$ cat src/hdl/wdt_map.svh
// Register map, field positions, reset values and timing counts of the watchdog.
// Assumes inclusion by the package and the design files by bare name.
`ifndef WDT_MAP_SVH
`define WDT_MAP_SVH
`define WDT_ADDR_CSR 16'hFFA8
`define WDT_ADDR_CNT 16'hFFA9
`define WDT_ADDR_WRITE 16'hFFA8
`define WDT_PW_CNT 8'h5A
`define WDT_PW_CSR 8'hA5
`define WDT_BIT_OVF 7
`define WDT_BIT_MODE 6
`define WDT_BIT_EN 5
`define WDT_BIT_RSV 4
`define WDT_BIT_RST 3
`define WDT_CSR_RESET 8'h10
`define WDT_CNT_RESET 8'h00
`define WDT_RESET_CYCLES 10'd518
`endif

$ cat src/hdl/wdt_pkg.sv
// Types shared by the watchdog files.
// Assumes wdt_map.svh is on the include path.
`include "wdt_map.svh"
package wdt_pkg;
    typedef struct packed {
        logic [15:0] addr;
        logic wr;
        logic rd;
        logic word;
        logic [15:0] wdata;
    } bus_req_t;
    typedef struct packed {
        logic reset_req;
        logic nmi_req;
        logic ovf_irq;
        logic wdt_reset_cause;
    } wdt_event_t;
    typedef enum logic [1:0] {ST_IDLE, ST_RESET} rst_state_t;
endpackage

$ cat src/hdl/wdt_prescaler.sv
// Free-running divider giving one-cycle enable pulses at the eight counter rates.
// Assumes the system clock as the peripheral clock.
`timescale 1ns/100ps
module wdt_prescaler (
    input wire logic clk,
    input wire logic rst_n,
    input wire logic [2:0] sel,
    output logic tick
);
    logic [11:0] div_q;
    logic [11:0] mask;

    always_ff @(posedge clk) begin
        if (!rst_n) begin
            div_q <= 12'h000;
        end else begin
            div_q <= div_q + 12'h001;
        end
    end

    always_comb begin
        case (sel)
            3'h0: mask = 12'h001;
            3'h1: mask = 12'h01F;
            3'h2: mask = 12'h03F;
            3'h3: mask = 12'h07F;
            3'h4: mask = 12'h0FF;
            3'h5: mask = 12'h1FF;
            3'h6: mask = 12'h7FF;
            default: mask = 12'hFFF;
        endcase
    end

    // Pulse when the low bits roll over
    assign tick = ((div_q & mask) == mask);
endmodule

$ cat src/hdl/wdt_top.sv
// Watchdog / interval timer: counter, control/status, password writes, overflow actions.
// Assumes CPU byte reads and word writes on a simple strobe bus, and a standby entry pulse.
//
// Contract
// - 8-bit counter advances on selected tick when enabled
// - Counter wrap FF to 00 sets overflow flag
// - Counter zero at reset and while disabled
// - Flag clears by write 0 after read 1
// - Bit 6 selects interval or watchdog mode
// - Bit 3 selects NMI or chip reset
// - Bits 2-0 pick divider 2 to 4096
// - Reset/standby clear bits 7-5,3; 2-0 reset only
// - Only word writes update the registers
// - Upper byte password, lower byte data
// - Shared write address, password picks target
// - Byte reads at FFA8 status, FFA9 counter
// - Watchdog reset lasts 518 clocks, else NMI
// - Interval mode interrupts at every overflow
// - Flag set one cycle after the request
// - Watchdog reset flagged as reset cause
// - Counter write beats simultaneous increment
`timescale 1ns/100ps
`include "wdt_map.svh"
module wdt_top (
    input wire logic clk,
    input wire logic rst_n,
    input wire logic standby_enter,
    input wdt_pkg::bus_req_t bus,
    output logic [7:0] rdata,
    output logic rvalid,
    output wdt_pkg::wdt_event_t events
);
    import wdt_pkg::*;

    logic [7:0] count_q;
    logic ovf_q;
    logic mode_q;
    logic en_q;
    logic rst_sel_q;
    logic [2:0] cks_q;
    logic ovf_seen_q;
    logic tick;
    logic wr_ok;
    logic wr_cnt;
    logic wr_csr;
    logic overflow;
    logic rd_csr;
    logic [7:0] csr_view;
    logic [9:0] rst_cnt_q;
    rst_state_t rst_state_q;
    logic reset_req;

    wdt_prescaler u_prescaler (
        .clk(clk),
        .rst_n(rst_n),
        .sel(cks_q),
        .tick(tick)
    );

    // Word write to the shared address only
    assign wr_ok = bus.wr && bus.word && (bus.addr == `WDT_ADDR_WRITE);
    assign wr_cnt = wr_ok && (bus.wdata[15:8] == `WDT_PW_CNT);
    assign wr_csr = wr_ok && (bus.wdata[15:8] == `WDT_PW_CSR);
    assign overflow = en_q && tick && !wr_cnt && (count_q == 8'hFF);
    assign rd_csr = bus.rd && (bus.addr == `WDT_ADDR_CSR);
    assign csr_view = {ovf_q, mode_q, en_q, 1'b1, rst_sel_q, cks_q};

    // Counter
    always_ff @(posedge clk) begin
        if (!rst_n || standby_enter) begin
            count_q <= `WDT_CNT_RESET;
        end else if (!en_q) begin
            count_q <= `WDT_CNT_RESET;
        end else if (wr_cnt) begin
            count_q <= bus.wdata[7:0];
        end else if (tick) begin
            count_q <= count_q + 8'h01;
        end
    end

    // Control bits cleared by reset and standby
    always_ff @(posedge clk) begin
        if (!rst_n || standby_enter) begin
            mode_q <= 1'b0;
            en_q <= 1'b0;
            rst_sel_q <= 1'b0;
        end else if (wr_csr) begin
            mode_q <= bus.wdata[`WDT_BIT_MODE];
            en_q <= bus.wdata[`WDT_BIT_EN];
            rst_sel_q <= bus.wdata[`WDT_BIT_RST];
        end
    end

    // Divider select survives standby
    always_ff @(posedge clk) begin
        if (!rst_n) begin
            cks_q <= 3'h0;
        end else if (wr_csr) begin
            cks_q <= bus.wdata[2:0];
        end
    end

    // Overflow flag; set wins over clear
    always_ff @(posedge clk) begin
        if (!rst_n || standby_enter) begin
            ovf_q <= 1'b0;
            ovf_seen_q <= 1'b0;
        end else if (overflow) begin
            ovf_q <= 1'b1;
        end else if (wr_csr && !bus.wdata[`WDT_BIT_OVF] && ovf_seen_q) begin
            ovf_q <= 1'b0;
            ovf_seen_q <= 1'b0;
        end else if (rd_csr && ovf_q) begin
            ovf_seen_q <= 1'b1;
        end
    end

    // Read data
    always_ff @(posedge clk) begin
        if (!rst_n) begin
            rdata <= 8'h00;
            rvalid <= 1'b0;
        end else begin
            rvalid <= bus.rd;
            if (rd_csr) begin
                rdata <= csr_view;
            end else if (bus.rd && bus.addr == `WDT_ADDR_CNT) begin
                rdata <= count_q;
            end else begin
                rdata <= 8'h00;
            end
        end
    end

    // Internal reset pulse of fixed length
    always_ff @(posedge clk) begin
        if (!rst_n) begin
            rst_state_q <= ST_IDLE;
            rst_cnt_q <= 10'd0;
        end else begin
            case (rst_state_q)
                ST_IDLE: begin
                    if (overflow && mode_q && rst_sel_q) begin
                        rst_state_q <= ST_RESET;
                        rst_cnt_q <= `WDT_RESET_CYCLES - 10'd2;
                    end
                end
                default: begin
                    if (rst_cnt_q == 10'd0) begin
                        rst_state_q <= ST_IDLE;
                    end else begin
                        rst_cnt_q <= rst_cnt_q - 10'd1;
                    end
                end
            endcase
        end
    end

    // Overflow cycle plus the counted cycles make up the whole pulse
    assign reset_req = (rst_state_q == ST_RESET) || (overflow && mode_q && rst_sel_q);

    // Length of the current internal reset pulse
    logic [9:0] rst_len_q;
    always_ff @(posedge clk) begin
        if (!rst_n) begin
            rst_len_q <= 10'd0;
        end else if (reset_req) begin
            rst_len_q <= rst_len_q + 10'd1;
        end else begin
            rst_len_q <= 10'd0;
        end
    end

    // Counter read strobe
    logic rd_cnt;
    assign rd_cnt = bus.rd && (bus.addr == `WDT_ADDR_CNT);

    // Cause indicator holds until chip reset
    logic cause_q;
    always_ff @(posedge clk) begin
        if (!rst_n) begin
            cause_q <= 1'b0;
        end else if (overflow && mode_q && rst_sel_q) begin
            cause_q <= 1'b1;
        end
    end

    always_comb begin
        events.reset_req = reset_req;
        events.nmi_req = overflow && mode_q && !rst_sel_q;
        events.ovf_irq = overflow && !mode_q;
        events.wdt_reset_cause = cause_q || reset_req;
    end

    // Assertions
    a_flag_on_wrap: assert property (@(posedge clk) disable iff (!rst_n)
        overflow && !standby_enter |=> ovf_q) else $error("flag not set on wrap");
    a_zero_disabled: assert property (@(posedge clk) disable iff (!rst_n)
        !en_q |=> count_q == 8'h00) else $error("counter not held");
    a_byte_write_ignored: assert property (@(posedge clk) disable iff (!rst_n)
        bus.wr && !bus.word && !en_q && !standby_enter |=> $stable(csr_view))
        else $error("byte write changed csr");
    a_reset_len: assert property (@(posedge clk) disable iff (!rst_n)
        $fell(reset_req) |-> rst_len_q == `WDT_RESET_CYCLES) else $error("reset length wrong");
    a_reset_max: assert property (@(posedge clk) disable iff (!rst_n)
        rst_len_q <= `WDT_RESET_CYCLES) else $error("reset too long");
    a_reset_start: assert property (@(posedge clk) disable iff (!rst_n)
        overflow && mode_q && rst_sel_q |-> events.reset_req) else $error("reset not raised");
    a_reset_flag: assert property (@(posedge clk) disable iff (!rst_n)
        $rose(events.reset_req) && !standby_enter |=> ovf_q) else $error("flag not set with reset");
    a_flag_with_req: assert property (@(posedge clk) disable iff (!rst_n)
        (events.nmi_req || events.ovf_irq) && !standby_enter |=> ovf_q) else $error("flag not set with request");
    a_count_step: assert property (@(posedge clk) disable iff (!rst_n)
        en_q && tick && !wr_cnt && !standby_enter |=> count_q == $past(count_q) + 8'h01)
        else $error("counter did not advance");
    a_count_hold: assert property (@(posedge clk) disable iff (!rst_n)
        en_q && !tick && !wr_cnt && !standby_enter |=> count_q == $past(count_q))
        else $error("counter moved without tick");
    a_wrap_zero: assert property (@(posedge clk) disable iff (!rst_n)
        overflow && !standby_enter |=> count_q == 8'h00) else $error("wrap not to zero");
    a_flag_needs_wrap: assert property (@(posedge clk) disable iff (!rst_n)
        !overflow && !ovf_q |=> !ovf_q) else $error("flag set without wrap");
    a_clear_needs_read: assert property (@(posedge clk) disable iff (!rst_n)
        !overflow && ovf_q && !ovf_seen_q && !standby_enter |=> ovf_q) else $error("flag cleared unread");
    a_flag_write_clear: assert property (@(posedge clk) disable iff (!rst_n)
        wr_csr && !bus.wdata[`WDT_BIT_OVF] && ovf_seen_q && !overflow |=> !ovf_q)
        else $error("flag not cleared");
    a_seen_needs_flag: assert property (@(posedge clk) disable iff (!rst_n)
        ovf_seen_q |-> ovf_q) else $error("read mark without flag");
    a_mode_write: assert property (@(posedge clk) disable iff (!rst_n)
        wr_csr && !standby_enter |=> mode_q == $past(bus.wdata[`WDT_BIT_MODE])) else $error("mode not written");
    a_irq_nmi_excl: assert property (@(posedge clk) disable iff (!rst_n)
        !(events.ovf_irq && events.nmi_req)) else $error("both interrupt kinds");
    a_rst_select: assert property (@(posedge clk) disable iff (!rst_n)
        wr_csr && !standby_enter |=> rst_sel_q == $past(bus.wdata[`WDT_BIT_RST])) else $error("select not written");
    a_cks_write: assert property (@(posedge clk) disable iff (!rst_n)
        wr_csr |=> cks_q == $past(bus.wdata[2:0])) else $error("divider not written");
    a_standby_clear: assert property (@(posedge clk) disable iff (!rst_n)
        standby_enter |=> !mode_q && !en_q && !rst_sel_q && !ovf_q && count_q == 8'h00)
        else $error("standby did not clear");
    a_bad_write: assert property (@(posedge clk) disable iff (!rst_n)
        bus.wr && !wr_cnt && !wr_csr && !en_q && !standby_enter |=> $stable(csr_view) && count_q == 8'h00)
        else $error("refused write changed state");
    a_disabled_write: assert property (@(posedge clk) disable iff (!rst_n)
        wr_cnt && !en_q |=> count_q == 8'h00) else $error("write while stopped");
    a_read_count: assert property (@(posedge clk) disable iff (!rst_n)
        rvalid && $past(rd_cnt) |-> rdata == $past(count_q)) else $error("counter read wrong");
    a_read_csr: assert property (@(posedge clk) disable iff (!rst_n)
        rvalid && $past(rd_csr) |-> rdata == $past(csr_view)) else $error("status read wrong");
    a_rvalid_pulse: assert property (@(posedge clk) disable iff (!rst_n)
        bus.rd |=> rvalid) else $error("read not answered");
    a_no_req_stopped: assert property (@(posedge clk) disable iff (!rst_n)
        !en_q |-> !events.ovf_irq && !events.nmi_req) else $error("request while stopped");
    a_cause_sticky: assert property (@(posedge clk) disable iff (!rst_n)
        events.wdt_reset_cause |=> events.wdt_reset_cause) else $error("cause dropped");
    a_cause_with_reset: assert property (@(posedge clk) disable iff (!rst_n)
        events.reset_req |-> events.wdt_reset_cause) else $error("cause missing");
    a_nmi_mode: assert property (@(posedge clk) disable iff (!rst_n)
        events.nmi_req |-> mode_q && !rst_sel_q ##1 ovf_q || standby_enter) else $error("nmi bad");
    a_irq_interval: assert property (@(posedge clk) disable iff (!rst_n)
        events.ovf_irq |-> !mode_q && count_q == 8'hFF ##1 count_q == 8'h00) else $error("irq bad");
    a_write_wins: assert property (@(posedge clk) disable iff (!rst_n)
        wr_cnt && en_q && !standby_enter |=> count_q == $past(bus.wdata[7:0])) else $error("write lost");
    a_reserved_one: assert property (@(posedge clk) disable iff (!rst_n)
        rvalid && $past(rd_csr) |-> rdata[4]) else $error("reserved bit low");
    a_cks_standby: assert property (@(posedge clk) disable iff (!rst_n)
        standby_enter && !wr_csr |=> $stable(cks_q)) else $error("cks lost");
endmodule

$ cat config.mk
export PLATFORM = sky130hd
export DESIGN_NAME = wdt_top
export DESIGN_NICKNAME = d
export VERILOG_FILES = /design/src/hdl/wdt_pkg.sv /design/src/hdl/wdt_prescaler.sv /design/src/hdl/wdt_top.sv
export VERILOG_INCLUDE_DIRS = /design/src /design/src/hdl
export SDC_FILE = /design/constraint.sdc
export NUM_CORES = 1
export LEC_CHECK = 0
export BUFFER_PORTS_ARGS = -buffer_cell sky130_fd_sc_hd__buf_2
export CAP_MARGIN = 20
export CORE_MARGIN = 3
export CORE_UTILIZATION = 41
export DETAILED_ROUTE_END_ITERATION = 10
export HOLD_SLACK_MARGIN = 0.06
export PLACE_DENSITY = 0.75
export RECOVER_POWER = 50
export SLEW_MARGIN = 20
export SYNTH_ARGS = -nofsm -noshare
export SYNTH_HDL_FRONTEND = slang
export SYNTH_SLANG_ARGS = --single-unit
$ cat constraint.sdc
create_clock -name clk -period 2.25 [get_ports clk]
set_input_delay 0.225 -clock clk [delete_from_list [all_inputs] [get_ports clk]]
set_output_delay 0.225 -clock clk [all_outputs]
set_load 0.005 [all_outputs]
# Word level (Yosys, flattened, before mapping)
# Cells that the tools add are included.
# totals
reg_bits	50
inputBits	38
output_inout_bits	13
wordCells	84
# classes
addsub	3
n_eq_ne	15
n_mux	15
bitwise	3
reduce_logical	35
# op_table
op	n
12-bit one-hot mux with 7 select lines	1
16-bit equality test, second input constant	2
8-bit two-way mux	4
10-bit two-way mux	3
8-bit equality test, second input constant	2
1-bit logical AND	16
12-bit by 1-bit adder with 12-bit output, second input constant	1
12-bit bitwise AND	1
12-bit equality test	1
10-bit zero test	1
10-bit by 1-bit subtractor with 10-bit output, second input constant	1
3-bit equality test, second input constant	3
8-bit by 1-bit adder with 8-bit output, second input constant	1
8-bit by 7-bit equality test with 1-bit output, second input constant	1
2-bit nonzero test	4
3-bit by 2-bit equality test with 1-bit output, second input constant	2
2-bit two-way mux	3
2-bit AND reduction	3
1-bit zero test	5
1-bit two-way mux	4
3-bit by 1-bit equality test with 1-bit output, second input constant	1
3-bit zero test	1
1-bit logical OR	3
2-bit by 1-bit equality test with 1-bit output, second input constant	1
5 further kinds	6

# Depth between registers and ports, before layout
# Gate-level depths: netlist (run 1).
# logic_depth
word_depth	11
mapped_depth	8
depth_no_buf	8

# Hierarchy
# From an unflattened synthesis (run 1), not the netlist that was laid out.
# hier_totals
hier_cells	275
hier_area_um2	2423.6
# by_module_without_submodules
module	n_inst	cells_per_inst	area_per_inst_um2	seq_area_each_um2
wdt_top	1	210	1833.0	740.7
wdt_prescaler	1	65	590.6	240.2

# Least setup slack after synthesis (run 1)
# Ideal clock, no wire load.
# synth_path
path_type	input -> output
from	input port bus[20] (netlist bit)
to	output port events[3] (netlist bit)
t_arrival_ps	2232
t_required_ps	2025
path_slack_ps	-207
path_stages	7
n_path_buf	2
path_cell_list	or4b_1 -> or4_4 -> buf_6 -> nor4_2 -> a2111oi_4 -> or2_1 -> buf_4
# synth_via
elab_chain_len	9
# synth_lines
item	line	rtl
from (decl)	wdt_top.sv:28	input wdt_pkg::bus_req_t bus,
16-bit equality test (no line)	-	
1-bit logical AND	wdt_top.sv:61	assign wr_ok = bus.wr && bus.word && (bus.addr == `WDT_ADDR_WRITE);
1-bit logical AND	wdt_top.sv:62	assign wr_cnt = wr_ok && (bus.wdata[15:8] == `WDT_PW_CNT);
1-bit zero test	wdt_top.sv:64	assign overflow = en_q && tick && !wr_cnt && (count_q == 8'hFF);
1-bit logical AND (2 in a row)	wdt_top.sv:64	
1-bit logical AND (2 in a row)	wdt_top.sv:160	assign reset_req = (rst_state_q == ST_RESET) || (overflow && mode_q && rst_sel_q);
1-bit logical OR	wdt_top.sv:160	
to (decl)	wdt_top.sv:31	output wdt_pkg::wdt_event_t events
# No other way between the ends.

==> results of run 1 <==
[power by group]
group	internal, mW	total [mW]	leakage (nW)	switching (mW)
clock network	0.244	0.522	0.0443	0.278
logic	0.0524	0.0998	0.796	0.0474
registers	0.871	0.875	0.398	0.00321
total	1.17	1.50	1.24	0.328
[sequential cells by signal, indices dropped and copies added (netlist names)]
name	count
cause_q	1
ovf_seen_q	1
rst_sel_q	1
count_q	8
cks_q	3
rst_cnt_q	10
en_q	1
mode_q	1
ovf_q	1
u_prescaler.div_q	12
rst_state_q	1
rdata	8
rvalid	1
[cells in the final DEF (no fill, tap or decap), types with 3 or more instances in the layout]
cell and count:
buf_4 28, buf_2 46, o21ai_0 12, dfxtp_2 5, o21a_1 4, dfxtp_1 43
and3_1 5, xor2_1 3, nand3b_1 5, nand2_1 18, a21oi_1 15, mux2i_1 15
ha_1 3, nor4_1 6, nand3_1 10, nor2b_1 10, clkbuf_1 6, clkbuf_8 6
xnor2_1 15, nand2b_1 3, a211oi_1 5, nor2_1 22, nand4_1 5, or4bb_1 5
inv_1 6, and2_1 7, nor3_1 3, and2_0 4, o22ai_1 4
[timing repair]
item,4_1_cts,5_1_grt
pin swaps,3,6
resized for setup,7,5
setup buffers,2,3
endpoints found under the setup margin,3,4
endpoints found under the hold margin,0,0
[worst min-delay path by stage]
| stage | start | end | slack (ps) | cells past startpoint |
|---|---|---|---|---|
| global placement | cause_q | cause_q | 440 | 1 |
| floorplan | bus[17] | rvalid | 370 | 1 |
| detailed placement | cause_q | cause_q | 450 | 1 |
| finish | bus[6] | mode_q | 170 | 3 |
| global route | bus[17] | rvalid | 200 | 2 |
| CTS | bus[17] | rvalid | 160 | 2 |
[cells by family after synthesis]
logic type      synth area share (%)
flops                           39.5
xor+xnor                        6.35
fa+ha+maj                       1.51
buf+inv                         3.07
mux                             6.05
simple gates                    29.4
compound gates                  14.1
[per-stage QoR]
stage | worst slack (ps) | hold WS [ps] | instance area, µm² | TNS [ps]
floorplan | -19.8 | 369 | 2510 | -19.8
global placement | -112 | 440 | 2980 | -473
detailed placement | -133 | 450 | 2980 | -778
CTS | -230 | 160 | 3100 | -421
global route | -320 | 197 | 3130 | -648
finish | -213 | 171 | 3130 | -372
[final cells by class]
| class | count | area (µm²) |
|---|---|---|
| fill | 550 | 2550 |
| multi-input combinational | 210 | 1470 |
| sequential | 49 | 991 |
| timing repair buffer | 80 | 470 |
| tap | 72 | 90.1 |
| clock buffer | 7 | 86.3 |
| inverter | 6 | 22.5 |
[worst min-delay path, cell delays in order]
cell and delay [ps]:
buf_2 90, mux2i_1 60, nor2_1 70
[metal layers]
layer	track usage (%)	part of all wire (%)
met1	22.5	46
met5	0	0
met4	3.95	1.2
met2	28.6	46
met3	4.15	7.0
==> summary.md, run 1 <==
| Metric | Value |
|---|---|
| First-pass GRT wire length | 10.1 mm |
| DR WL/cell | 13.6 µm |
| Pleak | 1.24 nW |
| Async SR Flop Fraction | 0% |
| Sequential area share after synthesis | 39.5% |
| Die Span X | 83.8 µm |
| Drt total wl | 5.78 mm |
| Worst r2r src | u_prescaler.div_q[2] |
| Routed vias | 2,302 |
| Max transition margin | 25.9% |
| Top cells by count, synth | dfxtp_1, nor2_1, nand2_1 |
| CP required | 2030 ps |
| EDFF count, synth | 0 |
| Critical path's top delay family | simple AND/OR/NAND/NOR gates |
| Die area | 7030 µm² |
| Worst-case clock buffer depth | 2 |
| Drt first pass iters | 4 |
| H-Tree Depth | 2 |
| Latest clock arrival within the worst-skew pair | 300 ps |
| Post-Syn Nets | 317 |
| Final Hold Fails | 0 |
| Initial DRC count | 119 |
| Slowest CP cell | or4b_4 |
| Setup crit start | u_prescaler.div_q[2] |
| RSZ-0062 raised after global routing | yes |
| Tcrit/Tclk final | 109% |
| Layout Cells excl Fill | 424 |
| Peak VDD IR | 0.268 mV |
| Total global routing overflow | 0 |
| CTS tree | done |
| DR vias/cell | 5.43 |
| PwrDens | 479 nW/µm² |
| Diode count | 0 |
| Layout area overhead | 25.9% |
| Count leader, synth | dfxtp_1 |
| Mean Syn Cell Area | 9.00 µm² |
| Std cell rows | 27 |
| HPWL after DPL | 4.41 mm |
| Antenna Nets Post-Route | 0 |
| Worst-path clk slew | 90 ps |
| Max Slew Vio Count | 0 |
| Reg-to-reg endpoint | rst_cnt_q[0] |
| Yosys cell types | 48 |
| Vias in the first global route | 2,192 |
| Gpl congestion | 0.825 |
| CP startpoint kind | flip-flop |
| IO Pins | 51 |
| Initial antenna violation count | 0 |
| CP Capture Type | primary output |
| CP arrival | 2240 ps |
| Yosys warning count | 0 |
| Setup ws final | -213 ps |
| Failing checks | negative setup slack |
| Cell-by-cell trace of the critical path | nand3_2, o32a_1, or4b_4, a2111oi_4, or2_1, buf_2 |
| Synth top area share | 39.5% |
| Core Area | 5680 µm² |
| CTS Buf Count | 5 |
| GRT Total Usage | 17.2% |
| IO Port Bufs | 50 |
| Hold Crit Class | in2reg |
| Most used DFF post-synth | dfxtp_1 |
| Largest stage delay, worst path | 520 ps |
| Clock root buffer | clkbuf_8 |
| R2R cell count | 7 |
| Layout Skew | 6.60 ps |
| Worst slew pin tran | 1110 ps |
| Status | complete, but fails checks |
| FMAX | 406 MHz |
| Yosys top cell by area | dfxtp_1 |
| Setup crit end | events[3] |
| Clk sinks | 49 |
| Chip height | 83.8 µm |
| Synth top area cells | dfxtp_1, mux2i_1, xnor2_1 |
| Inst Count DP | 412 |
| Fraction of layout cells with a size suffix above 1 | 28.4% |
| Critical path peak fanout | 4 |
| Reg2reg setup slack | 170 ps |
| Crit path depth | 6 |
| # DRC | 0 |
| Final core occ | 55.1% |
| Pin count of the biggest net entering global routing | 32 |
| MaxCap Viol Count | 0 |
| Crit Path Class | reg2out |
| Cell count after synthesis | 276 |
| Mapped cell area | 2480 µm² |
| Buf/Inv on CP | 1 |
| Post-CTS Hold Fix Bufs | 0 |
| Seq cells post-synth | 49 |
| Layout Nets | 393 |
| Initial core utilization | 43.8% |
| Post-layout min period | 2460 ps |
| Final Setup Violations | 2 |
| Overall power | 1.50 mW |
Power figures use the tool's default switching activity.
==> inputs of run 2 (changes only) <==
--- a/config.mk
+++ b/config.mk
@@ -11,10 +11,11 @@
 export CORE_MARGIN = 3
 export CORE_UTILIZATION = 41
 export DETAILED_ROUTE_END_ITERATION = 10
-export HOLD_SLACK_MARGIN = 0.06
+export HOLD_SLACK_MARGIN = 0.03
 export PLACE_DENSITY = 0.75
 export RECOVER_POWER = 50
 export SLEW_MARGIN = 20
 export SYNTH_ARGS = -nofsm -noshare
 export SYNTH_HDL_FRONTEND = slang
+export SYNTH_HIERARCHICAL = 1
 export SYNTH_SLANG_ARGS = --single-unit
==> run 2 against run 1 <==
  * The flow still finishes with violations (negative setup slack)
  * Clock power grew 5.9%
  * Non-clock buffer count is 10 lower
  * Count of clock-buffer cells in the layout shrank 1
  * Register-to-register slack improved by 20 ps
  * Die area down 2.2%
  * Design area down 3.8%
  * Sequential power hardly changed
  * Area after synthesis shrank 2.4%
  * Largest power group unchanged
  * Highest routed layer unchanged
==> summary.md, run 2 <==
| Metric | Value |
|---|---|
| Status | complete, but fails checks |
| Failing checks | negative setup slack |
| Tcrit/Tclk final | 102% (-7.7 points) |
| CTS tree | done |
| GRT Total Usage | 16.9% (-0.33 points) |
| DR WL/cell | 13.8 µm (+1.6%) |
| Worst-path clk slew | 90 ps (about the same) |
| Power share of the sequential group | 57.6% (-0.8 points) |
| Gpl congestion | 0.842 (+2.1%) |
| Worst slew pin tran | 847 ps (-263 ps) |
| CP startpoint kind | flip-flop |
| PwrDens | 505 nW/µm² (+5.5%) |
| Top cells by count, synth | dfxtp_1, nor2_1, nand2_1 |
| Layout Nets | 380 (-3.3%) |
| Drt first pass iters | 4 (unchanged) |
| Min-Delay Startpoint | bus[5] |
| Initial DRC count | 104 (-13%) |
| IO Port Bufs | 50 (unchanged) |
| DR vias/cell | 5.48 (+0.95%) |
| Layout Cells excl Fill | 412 (-2.8%) |
| Cell-by-cell trace of the critical path | nand3_4, nor3_4, o21ai_2, a22oi_2, nand2_2, nor4_4, o21ai_2, o21bai_1, or2_2, buf_2 |
| Clk sinks | 49 (unchanged) |
| CTS Buf Count | 5 (unchanged) |
| Peak VDD IR | 0.295 mV (+10%) |
| Die Span X | 82.9 µm (-1.1%) |
| # DRC | 0 (unchanged) |
| Routed vias | 2,258 (-1.9%) |
| Vias in the first global route | 2,175 (-0.78%) |
| EDFF count, synth | 0 (unchanged) |
| Clock root buffer | clkbuf_8 |
| Worst-case clock buffer depth | 2 (unchanged) |
| Antenna Nets Post-Route | 0 (unchanged) |
| Register with the most flip-flops | u_prescaler/div_q |
| Mapped cell area | 2420 µm² (-2.4%) |
| Initial antenna violation count | 0 (unchanged) |
| IO Pins | 51 (unchanged) |
| Final Setup Violations | 1 (-1) |
| Sequential area share after synthesis | 40.5% (+0.98 points) |
| Reg2reg setup slack | 190 ps (+20 ps) |
| Drt total wl | 5.70 mm (-1.3%) |
| Async SR Flop Fraction | 0% (unchanged) |
| Yosys top cell by area | dfxtp_1 |
| Pin count of the biggest net entering global routing | 22 (-31%) |
| FMAX | 437 MHz (+7.5%) |
| Critical path peak fanout | 4 (unchanged) |
| CP arrival | 2070 ps (-170 ps) |
| Filler cells | 543 (-1.3%) |
| Hold path depth | 3 (unchanged) |
| P_sw | 350 µW (+6.5%) |
| Setup ws final | -40.3 ps (+172 ps) |
| Largest stage delay, worst path | 370 ps (-150 ps) |
| RSZ-0062 raised after global routing | yes |
| CP Capture Type | primary output |
| Crit Path Class | reg2out |
| Std cell rows | 27 (unchanged) |
| HPWL after DPL | 4.20 mm (-4.9%) |
| Yosys cell types | 56 (+17%) |
| Synth top area share | 40.5% (+0.98 points) |
| Layout area overhead | 24.2% |
| Hold Crit Class | in2reg |
| Total global routing overflow | 0 (unchanged) |
| Largest registers | u_prescaler/div_q (12), rst_cnt_q (10) |
| Die area | 6870 µm² (-2.2%) |
| Number of flip-flops in the largest register | 12 (unchanged) |
| Diode count | 0 (unchanged) |
| Sw frac | 23.0% (+1.1 points) |
| H-Tree Depth | 2 (unchanged) |
| MaxCap Viol Count | 0 (unchanged) |
| Core Area | 5610 µm² (-1.2%) |
| Initial core utilization | 43.2% (-0.54 points) |
| Worst r2r src | u_prescaler/div_q[3] |
| Final Hold Fails | 0 (unchanged) |
| Seq cells post-synth | 49 (unchanged) |
| Post-route setup TNS | -40.3 ps (+332 ps) |
| Worst hold slack | 162 ps (-8.68 ps) |
| Max transition margin | 43.5% (+18 points) |
| Crit path depth | 10 (+4) |
| Critical path's top delay family | simple AND/OR/NAND/NOR gates |
| Pint | 1.17 mW (+0.16%) |
| Synth top area cells | dfxtp_1, nor2_1, mux2i_1 |
| Most frequent cells in the layout | buf_2, dfxtp_1, nor2_1 |
| Slowest CP cell | dfxtp_2 |
| Comb pwr share | 6.0% (-0.7 points) |
| First-pass GRT wire length | 9.76 mm (-3.8%) |
| Overall power | 1.52 mW (+1.6%) |
| Fraction of layout cells with a size suffix above 1 | 30.0% (+1.6 points) |
| Cell count after synthesis | 275 (-0.36%) |
| Most common cell after layout, fill and taps aside | buf_2 |
| Post-Syn Nets | 316 (-0.32%) |
| Inst Count DP | 401 (-2.7%) |
| Mean Syn Cell Area | 8.81 µm² (-2.1%) |
| Layout Skew | 12.0 ps (+5.38 ps) |
| Buf/Inv on CP | 1 (unchanged) |
| Clock network power share | 36.4% (+1.5 points) |
| R2R cell count | 10 (+3) |
| Post-CTS Hold Fix Bufs | 0 (unchanged) |
| Hold EP | en_q |
| Max Slew Vio Count | 0 (unchanged) |
| Yosys warning count | 6 (+6) |
| Post-layout min period | 2290 ps (-172 ps) |
| Chip height | 82.9 µm (-1.1%) |
| Latest clock arrival within the worst-skew pair | 310 ps (about the same) |
| Most used DFF post-synth | dfxtp_1 |
| Pleak | 1.27 nW (+2.3%) |
| CP dominant cell by count | o21ai_2 |
| CP required | 2030 ps (about the same) |
| Count leader, synth | dfxtp_1 |
| Reg-to-reg endpoint | count_q[7] |
| Place WS | 48.5 ps (+182 ps) |
run 2: worst register-to-register path, stage by stage (launching register included):
cell and delay [ps]:
dfxtp_2 370, nand3_4 100, nor3_4 210, o21ai_2 80, a22oi_2 200, buf_4 140, buf_4 120, and3_1 200
nor3b_1 260, xnor2_1 90, a211oi_1 220
run 2: how the worst max path moves through the flow:
stage | from | end | slack, ps
final | u_prescaler/div_q[3] | events[0] | -40
after global routing | u_prescaler/div_q[3] | events[0] | -260
after CTS | u_prescaler/div_q[2] | events[0] | -50
after detailed placement | u_prescaler/div_q[7] | events[0] | 50
after global placement | u_prescaler/div_q[4] | events[0] | 120
after floorplan | u_prescaler/div_q[2] | events[0] | 30
run 2: what timing repair did:
item,CTS,global route
pin swaps,3,2
endpoints found under the setup margin,4,11
buffers inserted,2,1
gates resized for setup,9,9
run 2: power by group through the flow:
stage                     sequential [mW]  clock, mW  combinational [mW]
after floorplan                     0.898          0              0.0334
after global placement              0.895          0              0.0869
after detailed placement            0.895          0              0.0883
after CTS                           0.875      0.562              0.0906
after global routing                0.877      0.601               0.101
final                               0.876      0.553              0.0905
run 2: metrics by stage:
stage,cell area (µm²),utilization (%)
global route,3010,53.7
finish,3010,53.7
CTS,2980,53.1
floorplan,2430,-
detailed placement,2840,50.6
global placement,2840,50.6
run 2: cells by family after synthesis:
| logic type | Yosys count | share of synthesized area [%] |
|---|---|---|
| AOI/OAI and AO/OA | 59 | 16.9 |
| muxes | 8 | 3.30 |
| xor gates and xnor gates | 15 | 5.42 |
| and+or+nand+nor | 119 | 28.3 |
| adders and majority gates | 3 | 1.55 |
| buffers and inverters | 22 | 4.03 |
| DFF | 49 | 40.5 |
run 2: final cells by class:
| class | instances | area (µm²) | share of cell area, % |
|---|---|---|---|
| inverter | 9 | 33.8 | 1.12 |
| clock buffer | 6 | 82.6 | 2.74 |
| timing repair buffer | 70 | 398 | 13.2 |
| tap | 72 | 90.1 | 2.99 |
| clock inverter | 2 | 13.8 | 0.457 |
| sequential | 49 | 992 | 33.0 |
| multi-input combinational | 204 | 1400 | 46.5 |
run 2: layer usage:
metal / part of all wire [%] / vias to the layer above / track usage, %
met2: 52 / 43 / 30.2
met5: 0 / - / 0
met3: 3.5 / 12 / 4.07
li1: - / 1126 / -
met1: 42 / 1077 / 19.4
met4: 1.6 / 0 / 5.79
==> inputs of run 3 (changes only) <==
--- a/config.mk
+++ b/config.mk
@@ -6,13 +6,14 @@
 export SDC_FILE = /design/constraint.sdc
 export NUM_CORES = 1
 export LEC_CHECK = 0
+export ABC_AREA = 1
 export BUFFER_PORTS_ARGS = -buffer_cell sky130_fd_sc_hd__buf_2
 export CAP_MARGIN = 20
 export CORE_MARGIN = 3
 export CORE_UTILIZATION = 41
 export DETAILED_ROUTE_END_ITERATION = 10
 export HOLD_SLACK_MARGIN = 0.03
-export PLACE_DENSITY = 0.75
+export PLACE_DENSITY = 0.74
 export RECOVER_POWER = 50
 export SLEW_MARGIN = 20
 export SYNTH_ARGS = -nofsm -noshare
==> run 3 against run 2 <==
  * The run now ends clean
  * Hold slack lost 51 ps
  * Synthesized cell count grew 43%
  * Setup slack gained 220 ps
  * Non-clock buffer count shrank 11
  * Wire length grew 0.49%
  * Combinational power grew 8.4%
  * Clock power grew 9.2%
  * Area after synthesis grew 10%
  * Critical path depth shrank 1
==> summary.md, run 3 <==
| Metric | Value |
|---|---|
| Status | completed |
| Synth top area cells | dfxtp_1, nand2_1, inv_1 |
| Power share of the sequential group | 55.5% (-2.1 points) |
| CP startpoint kind | flip-flop |
| Layout Cells excl Fill | 525 (+27%) |
| Worst r2r src | u_prescaler/div_q[1] |
| First-pass GRT wire length | 10.1 mm (+3.7%) |
| H-Tree Depth | 2 (unchanged) |
| Worst slew pin tran | 1020 ps (+168 ps) |
| Clock network power share | 38.3% (+1.9 points) |
| Total global routing overflow | 0 (unchanged) |
| Reg2reg setup slack | 250 ps (+60 ps) |
| Design Area, Final | 3140 µm² (+4.3%) |
| Most used DFF post-synth | dfxtp_1 |
| Chip height | 86.8 µm (+4.7%) |
| Yosys top cell by area | dfxtp_1 |
| Clock root buffer | clkbuf_8 |
| Final Setup Violations | 0 (-1) |
| Diode count | 0 (unchanged) |
| Yosys warning count | 6 (unchanged) |
| Pleak | 1.30 nW (+2.3%) |
| DR WL/cell | 10.9 µm (-21%) |
| Min-Delay Startpoint | bus[17] |
| R2R cell count | 14 (+4) |
| Register with the most flip-flops | u_prescaler/div_q |
| Overall power | 1.58 mW (+3.8%) |
| Async SR Flop Fraction | 0% (unchanged) |
| GRT Total Usage | 16.4% (-0.44 points) |
| Number of flip-flops in the largest register | 12 (unchanged) |
| Post-layout min period | 2070 ps (-220 ps) |
| Drt first pass iters | 4 (unchanged) |
| Reg-to-reg endpoint | rst_cnt_q[8] |
| Count leader, synth | nand2_1 |
| Clk sinks | 49 (unchanged) |
| Die area | 7530 µm² (+9.6%) |
| Sw frac | 21.6% (-1.4 points) |
| Core Area | 6130 µm² (+9.3%) |
| Sequential area share after synthesis | 36.7% (-3.8 points) |
| Critical path's top delay family | simple AND/OR/NAND/NOR gates |
| Layout area overhead | 17.4% |
| Hold Crit Class | in2reg |
| Layout Nets | 491 (+29%) |
| Hold path depth | 3 (unchanged) |
| P_sw | 341 µW (-2.5%) |
| Seq cells post-synth | 49 (unchanged) |
| Worst-case clock buffer depth | 2 (unchanged) |
| Post-Syn Nets | 433 (+37%) |
| Yosys cell types | 38 (-32%) |
| Gpl congestion | 0.890 (+5.7%) |
| Buf/Inv on CP | 1 (unchanged) |
| RSZ-0062 raised after global routing | no |
| Latest clock arrival within the worst-skew pair | 300 ps (about the same) |
| Max transition margin | 32.3% (-11 points) |
| Largest registers | u_prescaler/div_q (12), rst_cnt_q (10) |
| Most common cell after layout, fill and taps aside | nand2_1 |
| # DRC | 0 (unchanged) |
| Worst hold slack | 111 ps (-51.1 ps) |
| Placed instance area | 2970 µm² (+4.7%) |
| CTS Buf Count | 5 (unchanged) |
| Place WS | 223 ps (+175 ps) |
| Pint | 1.24 mW (+5.6%) |
| Std cell rows | 28 (+3.7%) |
| IO Pins | 51 (unchanged) |
| CP arrival | 1840 ps (-230 ps) |
| Slowest CP cell | dfxtp_1 |
| Critical path peak fanout | 6 (+2) |
| Post-CTS Hold Fix Bufs | 0 (unchanged) |
| Peak VDD IR | 0.252 mV (-15%) |
| Largest stage delay, worst path | 380 ps (about the same) |
| CTS tree | done |
| Worst-path clk slew | 90 ps (about the same) |
| Antenna Nets Post-Route | 0 (unchanged) |
| Pin count of the biggest net entering global routing | 24 (+9.1%) |
| HPWL after DPL | 4.46 mm (+6.1%) |
| Vias in the first global route | 2,426 (+12%) |
| CP Capture Type | primary output |
| Initial DRC count | 90 (-13%) |
| Final core occ | 51.2% (-2.5 points) |
| Layout Skew | 8.96 ps (-3.02 ps) |
| Mapped cell area | 2670 µm² (+10%) |
| DR vias/cell | 4.84 (-12%) |
| Crit Path Class | reg2out |
| Cell count after synthesis | 392 (+43%) |
| Hold EP | rvalid |
| IO Port Bufs | 50 (unchanged) |
| Routed vias | 2,540 (+12%) |
| Cell-by-cell trace of the critical path | nand2_1, o21ai_0, nand3b_1, nor2_2, nand4_1, nor2_4, nand4_4, nand2_8, buf_2 |
| Post-route setup TNS | 0 ps (+40.3 ps) |
| Tcrit/Tclk final | 92.0% (-9.8 points) |
| Die Span X | 86.8 µm (+4.7%) |
| FMAX | 483 MHz (+11%) |
| Final Hold Fails | 0 (unchanged) |
| Most frequent cells in the layout | nand2_1, inv_1, nor2_1 |
| Filler cells | 609 (+12%) |
| Mean Syn Cell Area | 6.82 µm² (-23%) |
| Inst Count DP | 512 (+28%) |
| Initial antenna violation count | 0 (unchanged) |
| Top cells by count, synth | nand2_1, inv_1, nor2_1 |
| Comb pwr share | 6.2% (+0.2 points) |
| Synth top area share | 36.7% (-3.8 points) |
| EDFF count, synth | 0 (unchanged) |
| MaxCap Viol Count | 0 (unchanged) |
| CP required | 2030 ps (about the same) |
| PwrDens | 503 nW/µm² (-0.50%) |
| Max Slew Vio Count | 0 (unchanged) |
| Setup ws final | 180 ps (+220 ps) |
| Drt total wl | 5.73 mm (+0.49%) |
| Fraction of layout cells with a size suffix above 1 | 20.4% (-9.6 points) |
| Initial core utilization | 43.6% (+0.39 points) |
-- run 3: cell count changes after synthesis, moves of 8 or more --
cell     change
a22oi_1      -8
and2_1       -8
nand2_1     +68
o21ai_0     +13
mux2i_1      -8
inv_1       +45
nor2_1      +19
nand3_1     +24
a21oi_1     +27
-- run 3: worst max path at each step --
stage | start | to | slack [ps] | depth (start not counted)
detailed placement | u_prescaler/div_q[3] | rst_cnt_q[0] | 220 | 11
global placement | u_prescaler/div_q[3] | rst_cnt_q[0] | 320 | 11
finish | u_prescaler/div_q[1] | events[3] | 180 | 9
global route | u_prescaler/div_q[9] | events[3] | 3 | 11
floorplan | u_prescaler/div_q[3] | events[3] | 250 | 10
CTS | u_prescaler/div_q[5] | events[3] | 9 | 11
-- run 3: area by class of cell --
cell class	instances	area (µm²)	share of cell area, %
tap	75	93.8	2.99
multi-input combinational	280	1430	45.7
clock buffer	5	68.8	2.19
timing repair buffer	59	305	9.73
inverter	55	206	6.58
sequential	49	996	31.7
clock inverter	2	35.0	1.12
-- run 3: kinds of logic (layout without fill, tap and decap cells) --
| kind of cell | after synthesis | count (layout) | synth area share [%] |
|---|---|---|---|
| AO/OA/AOI/OAI | 64 | 64 | 12.6 |
| XOR/XNOR | 8 | 8 | 2.62 |
| adder cells (fa/ha/maj) | 3 | 3 | 1.40 |
| buffers and inverters | 63 | 121 | 10.2 |
| flip-flops | 49 | 49 | 36.7 |
| AND/OR/NAND/NOR | 205 | 205 | 36.5 |
-- run 3: worst min-delay path, stage by stage --
cell     delay [ps]
buf_2            80
nand2_1          40
inv_1            40
-- run 3: what timing repair did --
| item | in CTS | in global routing |
|---|---|---|
| setup buffers | 0 | 6 |
| gates resized for setup | 2 | 12 |
| pin swaps | 0 | 5 |
| endpoints found under the setup margin | 2 | 4 |
-- run 3: power by group through the flow --
stage,clock network (mW),logic (mW),registers (mW)
2_1_floorplan,0,0.0482,0.896
3_5_place_dp,0,0.100,0.897
5_1_grt,0.660,0.115,0.876
3_3_place_gp,0,0.0972,0.897
4_1_cts,0.622,0.100,0.877
6_report,0.604,0.0981,0.875
-- run 3: layer usage --
metal | vias up | share of wire [%] | global-route usage, %
li1 | 1372 | - | -
met1 | 1096 | 50 | 20.8
met2 | 66 | 44 | 26.8
met3 | 6 | 5.0 | 3.42
met4 | 0 | 0.93 | 7.37
met5 | - | 0 | 0
